==> src/rtl/rcb_defines.svh <==
`ifndef RCB_DEFINES_SVH
`define RCB_DEFINES_SVH

// ****************************************************************
// register map
// ****************************************************************
`define RCB_ADDR_PIN_ROUTE 16'h1C00
`define RCB_ADDR_BOOT_MODE 16'h1C5A
`define RCB_PIN_ROUTE_RESET 16'h103F
`define RCB_PIN_ROUTE_WMASK 16'hFF3F
`define RCB_UNMAPPED_READ 16'h0000

// ****************************************************************
// field layout
// ****************************************************************
`define RCB_UPPER_LSB 0
`define RCB_UPPER_MSB 5
`define RCB_UPPER_W 6
`define RCB_ADDR_W 21
`define RCB_LOW_ADDR_W 15

// ****************************************************************
// timing in system clock cycles
// ****************************************************************
`define RCB_RESET_MIN_P 3
`define RCB_PIN_HOLD_P 2
`define RCB_CAPTURE_P 10
`define RCB_CNT_W 4

`endif

==> src/rtl/rcb_pkg.sv <==
`default_nettype none

package rcb_pkg;

  // clock source feeding the system clock
  typedef enum logic [1:0] {
    RCB_SRC_GEN_USB_OSC,
    RCB_SRC_GEN_EXT,
    RCB_SRC_BYPASS_EXT,
    RCB_SRC_BYPASS_RTC
  } rcb_clk_src_t;

  // straps held from the last reset
  typedef struct packed {
    logic core_reg_en;
    logic clk_sel;
  } rcb_strap_t;

  // processor i/o access
  typedef struct packed {
    logic [15:0] addr;
    logic [15:0] wdata;
    logic wr;
    logic rd;
  } rcb_io_req_t;

  // phase after the internal reset
  typedef enum logic [1:0] {
    RCB_PH_RESET,
    RCB_PH_WAIT,
    RCB_PH_DONE
  } rcb_phase_t;

endpackage

`default_nettype wire

==> src/rtl/rcb_top.sv <==
`include "rcb_defines.svh"

`default_nettype none

// What this block does
// - in deep idle the clock bypasses generator: external clock or rtc.
// - regulator strap 0: internal reset is supply good AND reset pin.
// - regulator strap 1: supply good forced high, pin is sole reset.
// - clock strap 0: usb oscillator drives generator, usb regulator on.
// - clock strap 1: external clock drives it, usb enables cleared.
// - during reset the six upper address pins are general inputs.
// - ten clocks after reset rise, boot pins latch into readable register.
// - boot code reads the latched boot mode to pick its source.
// - boot code writes route select to make pins address outputs.
// - address pins switched give 21-bit reach instead of 15-bit.
// - nand and sdram boot need not switch upper address pins.
// - no boot straight into external memory; its clock is stopped.
// - six upper address pins high impedance during reset and two clocks after.
module rcb_top (
  // clock and reset
  input wire logic clock,
  input wire logic rst_n,
  // pins and analog monitor, asynchronous
  input wire logic reset_pin_n,
  input wire logic supply_good_raw,
  input wire logic core_regulator_enable_strap,
  input wire logic clock_select_strap,
  input wire logic [5:0] general_io_line_in,
  // processor side, same clock
  input wire rcb_pkg::rcb_io_req_t io_req,
  input wire logic deep_idle_state,
  input wire logic usb_osc_set,
  input wire logic usb_reg_set,
  input wire logic ext_mem_clock_stop,
  input wire logic [20:0] mem_addr,
  // resets and clock control
  output logic hw_reset_n,
  output logic supply_good,
  output rcb_pkg::rcb_clk_src_t system_clock_src,
  output logic usb_osc_enable,
  output logic usb_regulator_enable,
  output logic ext_mem_clock_en,
  // pad control
  output logic pins_released,
  output logic [5:0] general_io_line_oe,
  output logic [5:0] general_io_line_out,
  output logic [20:0] ext_addr_out,
  // register reads
  output logic [15:0] io_rdata,
  output logic io_rvalid
);

  // ****************************************************************
  // input synchronisers
  // ****************************************************************
  logic [9:0] sync1_reg;
  logic [9:0] sync2_reg;

  // two stages for every asynchronous input
  always_ff @(posedge clock) begin
    if (!rst_n) begin
      sync1_reg <= '0;
      sync2_reg <= '0;
    end else begin
      // core enable sits above clock select, as in the strap struct
      sync1_reg <= {general_io_line_in, core_regulator_enable_strap,
                    clock_select_strap, supply_good_raw,
                    reset_pin_n};
      sync2_reg <= sync1_reg;
    end
  end

  logic pin_s;
  logic good_s;
  rcb_pkg::rcb_strap_t strap_s;
  logic [5:0] boot_s;
  assign pin_s = sync2_reg[0];
  assign good_s = sync2_reg[1];
  assign strap_s = rcb_pkg::rcb_strap_t'(sync2_reg[3:2]);
  assign boot_s = sync2_reg[9:4];

  // ****************************************************************
  // reset formation
  // ****************************************************************
  logic [3:0] low_cnt_reg;
  logic pin_valid_reg;
  logic good_next;

  // a low pulse counts only after the minimum width
  always_ff @(posedge clock) begin
    if (!rst_n) begin
      low_cnt_reg <= '0;
      pin_valid_reg <= 1'b0;
    end else if (pin_s) begin
      low_cnt_reg <= '0;
      pin_valid_reg <= 1'b1;
    end else if (low_cnt_reg < 4'(`RCB_RESET_MIN_P - 1)) begin
      low_cnt_reg <= low_cnt_reg + 4'h1;
    end else begin
      pin_valid_reg <= 1'b0;
    end
  end

  // monitor bypassed when the core regulator enable strap is high
  assign good_next = strap_s.core_reg_en ? 1'b1 : good_s;

  // internal reset is the AND of supply good and the pin
  always_ff @(posedge clock) begin
    if (!rst_n) begin
      supply_good <= 1'b0;
      hw_reset_n <= 1'b0;
    end else begin
      supply_good <= good_next;
      hw_reset_n <= good_next & pin_valid_reg;
    end
  end

  logic in_reset;
  assign in_reset = !rst_n || !hw_reset_n;

  // ****************************************************************
  // strap capture and clock source
  // ****************************************************************
  rcb_pkg::rcb_strap_t strap_reg;

  // straps are sampled only while reset is applied
  always_ff @(posedge clock) begin
    if (!rst_n) begin
      strap_reg <= '0;
    end else if (!hw_reset_n) begin
      strap_reg <= strap_s;
    end
  end

  // select generator input or bypass source
  always_ff @(posedge clock) begin
    if (!rst_n) begin
      system_clock_src <= rcb_pkg::RCB_SRC_GEN_USB_OSC;
    end else if (deep_idle_state) begin
      system_clock_src <= strap_reg.clk_sel ? rcb_pkg::RCB_SRC_BYPASS_EXT
                                            : rcb_pkg::RCB_SRC_BYPASS_RTC;
    end else if (strap_reg.clk_sel) begin
      system_clock_src <= rcb_pkg::RCB_SRC_GEN_EXT;
    end else begin
      system_clock_src <= rcb_pkg::RCB_SRC_GEN_USB_OSC;
    end
  end

  // usb enables follow the strap at reset, software may set later
  always_ff @(posedge clock) begin
    if (in_reset) begin
      usb_osc_enable <= !strap_s.clk_sel;
      usb_regulator_enable <= !strap_s.clk_sel;
    end else begin
      if (usb_osc_set) begin
        usb_osc_enable <= 1'b1;
      end
      if (usb_reg_set) begin
        usb_regulator_enable <= 1'b1;
      end
    end
  end

  // ****************************************************************
  // post reset sequencing and boot mode capture
  // ****************************************************************
  rcb_pkg::rcb_phase_t phase_reg;
  logic [`RCB_CNT_W-1:0] cyc_reg;
  logic [15:0] boot_mode_capture_reg;

  // true in the cycle whose edge latches the boot pins
  function automatic logic capture_due(input logic [`RCB_CNT_W-1:0] c);
    capture_due = (c == `RCB_CNT_W'(`RCB_CAPTURE_P - 1));
  endfunction

  // count cycles after reset rise, latch exactly once
  always_ff @(posedge clock) begin
    if (in_reset) begin
      phase_reg <= rcb_pkg::RCB_PH_WAIT;
      cyc_reg <= '0;
      pins_released <= 1'b0;
    end else begin
      case (phase_reg)
        rcb_pkg::RCB_PH_WAIT: begin
          cyc_reg <= cyc_reg + `RCB_CNT_W'(1);
          if (cyc_reg == `RCB_CNT_W'(`RCB_PIN_HOLD_P - 1)) begin
            pins_released <= 1'b1;
          end
          if (capture_due(cyc_reg)) begin
            phase_reg <= rcb_pkg::RCB_PH_DONE;
          end
        end
        default: begin
          phase_reg <= rcb_pkg::RCB_PH_DONE;
        end
      endcase
    end
  end

  // capture register holds its value until the capture after the next hardware reset
  always_ff @(posedge clock) begin
    if (!rst_n) begin
      boot_mode_capture_reg <= '0;
    end else if (!in_reset && phase_reg == rcb_pkg::RCB_PH_WAIT &&
                 capture_due(cyc_reg)) begin
      boot_mode_capture_reg <= {10'h000, boot_s};
    end
  end

  // ****************************************************************
  // pin route register
  // ****************************************************************
  logic [15:0] pin_route_select_reg;

  // upper address lines default to general inputs at reset
  always_ff @(posedge clock) begin
    if (in_reset) begin
      pin_route_select_reg <= `RCB_PIN_ROUTE_RESET;
    end else if (io_req.wr && io_req.addr == `RCB_ADDR_PIN_ROUTE) begin
      pin_route_select_reg <= io_req.wdata & `RCB_PIN_ROUTE_WMASK;
    end
  end

  // read decode, unmapped addresses return zero
  always_ff @(posedge clock) begin
    if (!rst_n) begin
      io_rdata <= '0;
      io_rvalid <= 1'b0;
    end else begin
      io_rvalid <= io_req.rd;
      if (!io_req.rd) begin
        io_rdata <= `RCB_UNMAPPED_READ;
      end else if (io_req.addr == `RCB_ADDR_PIN_ROUTE) begin
        io_rdata <= pin_route_select_reg;
      end else if (io_req.addr == `RCB_ADDR_BOOT_MODE) begin
        io_rdata <= boot_mode_capture_reg;
      end else begin
        io_rdata <= `RCB_UNMAPPED_READ;
      end
    end
  end

  // ****************************************************************
  // address pad drive
  // ****************************************************************
  logic [5:0] addr_mode;
  assign addr_mode = pin_route_select_reg[`RCB_UPPER_MSB:`RCB_UPPER_LSB];

  // a line drives only after release and when routed to address use
  always_ff @(posedge clock) begin
    if (in_reset) begin
      general_io_line_oe <= '0;
      general_io_line_out <= '0;
      ext_addr_out <= '0;
    end else begin
      general_io_line_oe <= pins_released ? ~addr_mode : '0;
      general_io_line_out <= mem_addr[`RCB_ADDR_W-1:`RCB_LOW_ADDR_W];
      ext_addr_out <= {mem_addr[`RCB_ADDR_W-1:`RCB_LOW_ADDR_W] & ~addr_mode,
                       mem_addr[`RCB_LOW_ADDR_W-1:0]};
    end
  end

  // memory port clock stops before the jump to loaded code
  always_ff @(posedge clock) begin
    if (in_reset) begin
      ext_mem_clock_en <= 1'b1;
    end else if (ext_mem_clock_stop) begin
      ext_mem_clock_en <= 1'b0;
    end
  end

endmodule

`default_nettype wire

==> config.mk <==
export PLATFORM = sky130hd
export DESIGN_NAME = rcb_top
export DESIGN_NICKNAME = d
export VERILOG_FILES = /design/src/rtl/rcb_pkg.sv /design/src/rtl/rcb_top.sv
export VERILOG_INCLUDE_DIRS = /design/src /design/src/rtl
export SDC_FILE = /design/constraint.sdc
export NUM_CORES = 1
export LEC_CHECK = 0
export BUFFER_PORTS_ARGS = -buffer_cell sky130_fd_sc_hd__buf_2
export CORE_UTILIZATION = 30
export DETAILED_ROUTE_END_ITERATION = 10
export PLACE_DENSITY_LB_ADDON = 0.08
export SYNTH_ARGS = -nofsm -noshare
export SYNTH_HDL_FRONTEND = slang
export SYNTH_SLANG_ARGS = --single-unit
==> constraint.sdc <==
create_clock -name clock -period 1.5 [get_ports clock]
set_input_delay 0.075 -clock clock [delete_from_list [all_inputs] [get_ports clock]]
set_output_delay 0.075 -clock clock [all_outputs]
set_load 0.005 [all_outputs]
**Word level (Yosys, flattened, before mapping)**

Index checks and enable logic that the tools add are counted.

- $add $sub $neg: 2
- Muxes and demuxes: 14
- Reduce and logical (&&, ||, !) cells: 15
- Equality and inequality tests: 7
- $lt $le $gt $ge: 1
- Bitwise operators: 6

Operator list:

| operator | count |
|---|---|
| 16-bit by 13-bit == test with 1-bit output, second input constant | 2 |
| 16-bit 2-to-1 mux | 1 |
| 1-bit 2-to-1 mux | 9 |
| 4-bit by 1-bit adder with 4-bit output, second input constant | 2 |
| 6-bit AND | 1 |
| 2-bit 2-to-1 mux | 3 |
| 6-bit 2-to-1 mux | 1 |
| 6-bit NOT | 1 |
| 2-bit OR reduction | 3 |
| 4-bit by 1-bit == test with 1-bit output, second input constant | 1 |
| 4-bit == test, second input constant | 1 |
| 1-bit zero test | 4 |
| 4-bit by 2-bit < comparator with 1-bit output, second input constant | 1 |
| 2-bit != test, second input constant | 2 |
| 2-bit AND reduction | 2 |
| 2-bit nonzero test | 2 |
| 1-bit logical AND | 3 |
| 1-bit NOT | 3 |
| 2-bit by 1-bit == test with 1-bit output, second input constant | 1 |
| 1-bit AND | 1 |
| 1-bit logical OR | 1 |

- Bits of input ports: 71
- Register bits after elaboration: 110
- Output and inout port bits: 58
- Word-level logic and storage cells: 67

**Logic depth before layout (Yosys ltp)**

- Depth after elaboration: 5
- Depth in mapped cells: 6
- Mapped depth without buffers: 6

**Worst setup path before layout**

OpenSTA, ideal clock, no wires.

- Path kind: register to register
- From: register cyc_reg[0]
- To: register boot_mode_capture_reg[0]
- Stages on the path, launching flop included: 6
- Data required time: 1,384 ps
- Clock period less this slack: 1,395 ps
- Buffers on the path: 0
- Arrival: 1,279 ps
- Library setup time: 116 ps
- Setup slack: 105 ps
- Path through: dfxtp_1 ha_1 nand3b_1 nor3b_4 mux2i_1 nor2b_1

- Cells in the longest elaborated chain, start to end: 2

RTL lines:

| what | line | RTL |
|---|---|---|
| from (decl) | rcb_top.sv:168 | `` logic [`RCB_CNT_W-1:0] cyc_reg; `` |
| from (signal assigned) | rcb_top.sv:185 | `` cyc_reg <= cyc_reg + `RCB_CNT_W'(1); `` |
| 4-bit == test | rcb_top.sv:173 | `` capture_due = (c == `RCB_CNT_W'(`RCB_CAPTURE_P - 1)); `` |
| 1-bit logical AND | rcb_top.sv:204 | `end else if (!in_reset && phase_reg == rcb_pkg::RCB_PH_WAIT &&` |
| to (signal assigned) | rcb_top.sv:206 | `boot_mode_capture_reg <= {10'h000, boot_s};` |
| to (decl) | rcb_top.sv:169 | `logic [15:0] boot_mode_capture_reg;` |

Every way passes these cells.
A chain may end at the register's enable or synchronous reset.

**Worst setup path in the final report**

- From: register cyc_reg[1]
- To: register boot_mode_capture_reg[3]

Same word-level chain as after synthesis.

==> results.md <==
* Syn_area_per_cell at 11.0 sq um
* Asr flop ratio synth at 0%
* Instance count of the mapped netlist at 315
* Worst path slowest cell: dfxtp_1
* CP Capture Type: flop
* Final hold viol count at 0
* CTS max path bufs at 2
* Top post-synthesis cells by area: dfxtp_1 (61%), and2_1 (6.0%), and3_1 (4.0%)
* CP max FO at 6
* Routed len/inst at 12.5 um
* Compound-gate portion of the synthesized area at 5.85%
* Chip Width at 109 um
* Final Worst Setup Slack at 0.106 ns
* Tot Pwr at 0.00579 W
* Nature of the critical path startpoint: flop
* MaxCap Viol Count at 0
* Simple-gate share of the synthesized area at 23.1%
* Total die area at 12,000 sq um
* Final ANT Viol Nets at 0
* Die H at 109 um
* DR vias at 2,709
* PortBufs at 124
* Area leader, netlist: dfxtp_1
* RSZ-0062 raised after global routing: no
* Post-synthesis xor/xnor area fraction at 1.26%
* ANT cells at 0
* Max Slew Vio Count at 0
* Clock latency on the worst-skew pair at 0.34 ns
* # IOs at 129
* # rows at 38
* DRC viols at 0
* Gr ovfl total at 0
* Post-layout min period at 1.39 ns
* Clock Sinks at 108
* Post-layout nets at 569
* TritonCTS clock tree: yes
* First-pass GRT wire length at 12,300 um
* Worst Path Arrival at 1.62 ns
* Critical path class: flop to flop
* Ys flop type: dfxtp_1
* Detailed Routing Iterations Pass 1 at 4
* Fillers at 1,064
* CTS buffer count at 9
* Final setup vio count at 0
* GR Util All Layers at 13.6%
* Post-CTS setup buffers at 0
* Area Overhead vs Synth at 47.4%
* Post-synthesis mux area share at 2.02%
* Leak at 2.31 nW
* Maximum vdd drop at 518 uV
* CTS-repair resized insts at 0
* Antenna violations before repair at 0
* Vias in the first global route at 2,586
* Pwr dens at 1130 nW/um^2
* Crit-path max cell delay at 0.33 ns
* Main combinational cell family by area after synthesis: simple AND/OR/NAND/NOR gates
* HPWL after DPL at 5470 um
* Vias per Instance at 4.23
* Post-synthesis adder-cell area fraction at 1.08%
* Clock transition at path regs at 0.07 ns
* Mapped Area at 3460 sq um
* Post-synthesis sequential area ratio at 63.0%
* Core area at 11,000 sq um
* Root Driver: clkbuf_16
* Worst slack, placed at 0.116 ns
* Starting density of the core at 31.4%
* Largest net degree at the start of global routing at 33
* F_max at 717 MHz
* Status: completed
* Cts hold-fix bufs at 46
* Tcrit/Tclk final at 93.0%
* Cell Chain, Critical Path: inv_1 > ha_1 > nand3b_1 > nor3b_4 > buf_12 > mux2i_1 > nor2b_1
* Worst Path Required at 1.72 ns
* DRT iter0 DRCs at 85
* Number of flops mapped to enable cells by yosys at 2
* H-tree depth at 3
* Hold Path Class: primary input to flop
* Yosys top cell area share at 61.2%
* Clock skew at 0.00879 ns
* GP Congestion at 0.697
* YS warnings at 0
* Library cells used by synthesis at 37
* Final WL at 7980 um
* Total Neg Setup Slack at 0 ns
* Largest register FFs at 21
* Register bit total from synthesis at 108
* Layout cell share with drive strength beyond 1 at 32.8%
[final timing paths]
path / from / endpoint / slack (ns) / cells after the start
max reg2reg: cyc_reg[1] / boot_mode_capture_reg[3] / 0.11 / 7
max: cyc_reg[1] / boot_mode_capture_reg[3] / 0.11 / 7
min reg2reg: sync1_reg[6] / sync2_reg[6] / 0.43 / 1
min: io_req[10] / pin_route_select_reg[8] / 0.01 / 3
[layout by cell type (no fill, tap or decap), drive strengths merged]
master       synthesis  routed
nand2b               3       3
nand3               22      22
conb                 1       2
nor3                 3       3
bufinv               0       1
and4                 1       1
nand3b               1       1
clkinv               0       1
a211oi               1       1
and3                22      22
nor3b                2       2
nor4                 3       3
buf                 10     142
o21ai               15      15
dlygate4sd3          0      46
inv                  5       9
dfxtp              106     106
xnor2                2       2
a21oi               12      12
o21a                 1       1
mux2i                7       7
nor2b               16      16
nand4                3       3
ha                   3       3
edfxtp               2       2
clkbuf              10      10
xor2                 3       3
nor2                17      17
nand2                5       5
and2                33      33
a22o                 6       6
[through the flow]
stage,cells,instance area (sq um),hold slack (ns),util [%]
2_1_floorplan,316,3470,0.175,-
3_5_place_dp,578,4330,0.271,39.3
3_3_place_gp,578,4330,0.264,39.3
4_1_cts,640,5110,0.00249,46.3
5_1_grt,640,5110,0.0113,46.3
6_report,640,5110,0.0146,46.3
[per-layer routing]
metal	share of wire, %	track usage, %	vias to the layer above	wire length [um]
met2	49	23.7	67	3880
met3	4.9	3.50	12	394
li1	-	-	1407	-
met4	1.6	5.62	0	131
met5	0	0	-	0
met1	45	15.7	1223	3570
[cells by family (layout without fill, tap and decap cells)]
group | count (synthesis) | count (layout)
AO/OA/AOI/OAI | 35 | 35
flip-flops | 108 | 108
AND/OR/NAND/NOR | 131 | 131
buffers and inverters | 25 | 209
adder cells (fa/ha/maj) | 3 | 3
multiplexers | 7 | 7
other | 1 | 2
XOR/XNOR | 5 | 5
[synthesized netlist by cell type, types with 2 or more instances]
cell type    n
a22o_1       6
mux2i_1      7
edfxtp_1     2
nand3_1     22
and3_1      22
nand2b_1     3
nor2_1      17
a21oi_1     12
buf_6        2
buf_2        4
xnor2_1      2
inv_1        5
and2_1      33
ha_1         3
o21ai_0     15
nor2b_1     16
dfxtp_1    106
nand2_1      4
buf_4        3
clkbuf_1    10
xor2_1       3
nand4_1      2
nor4_1       2
[layout make-up]
cell class / count / area, sq um / share of cell area, %
Clock buffer: 10 / 239 / 4.68
Clock inverter: 6 / 76.3 / 1.49
Inverter: 5 / 18.8 / 0.368
Multi-Input combinational cell: 183 / 1160 / 22.7
Sequential cell: 108 / 2180 / 42.7
Tap cell: 140 / 175 / 3.43
Timing Repair Buffer: 188 / 1250 / 24.6
[critical path, delay by kind of cell (launching register included)]
family | cells | cell delay [ns]
simple gates | 3 | 0.43
fa+ha+maj | 1 | 0.14
buf+inv | 2 | 0.21
flops | 1 | 0.33
mux | 1 | 0.17
[where the power goes]
part           switching [W]  internal, W  total [W]
Clock                0.00109      0.00137    0.00246
Sequential         0.0000315      0.00294    0.00297
Combinational       0.000133     0.000224   0.000357
Power figures use the tool's default switching activity.
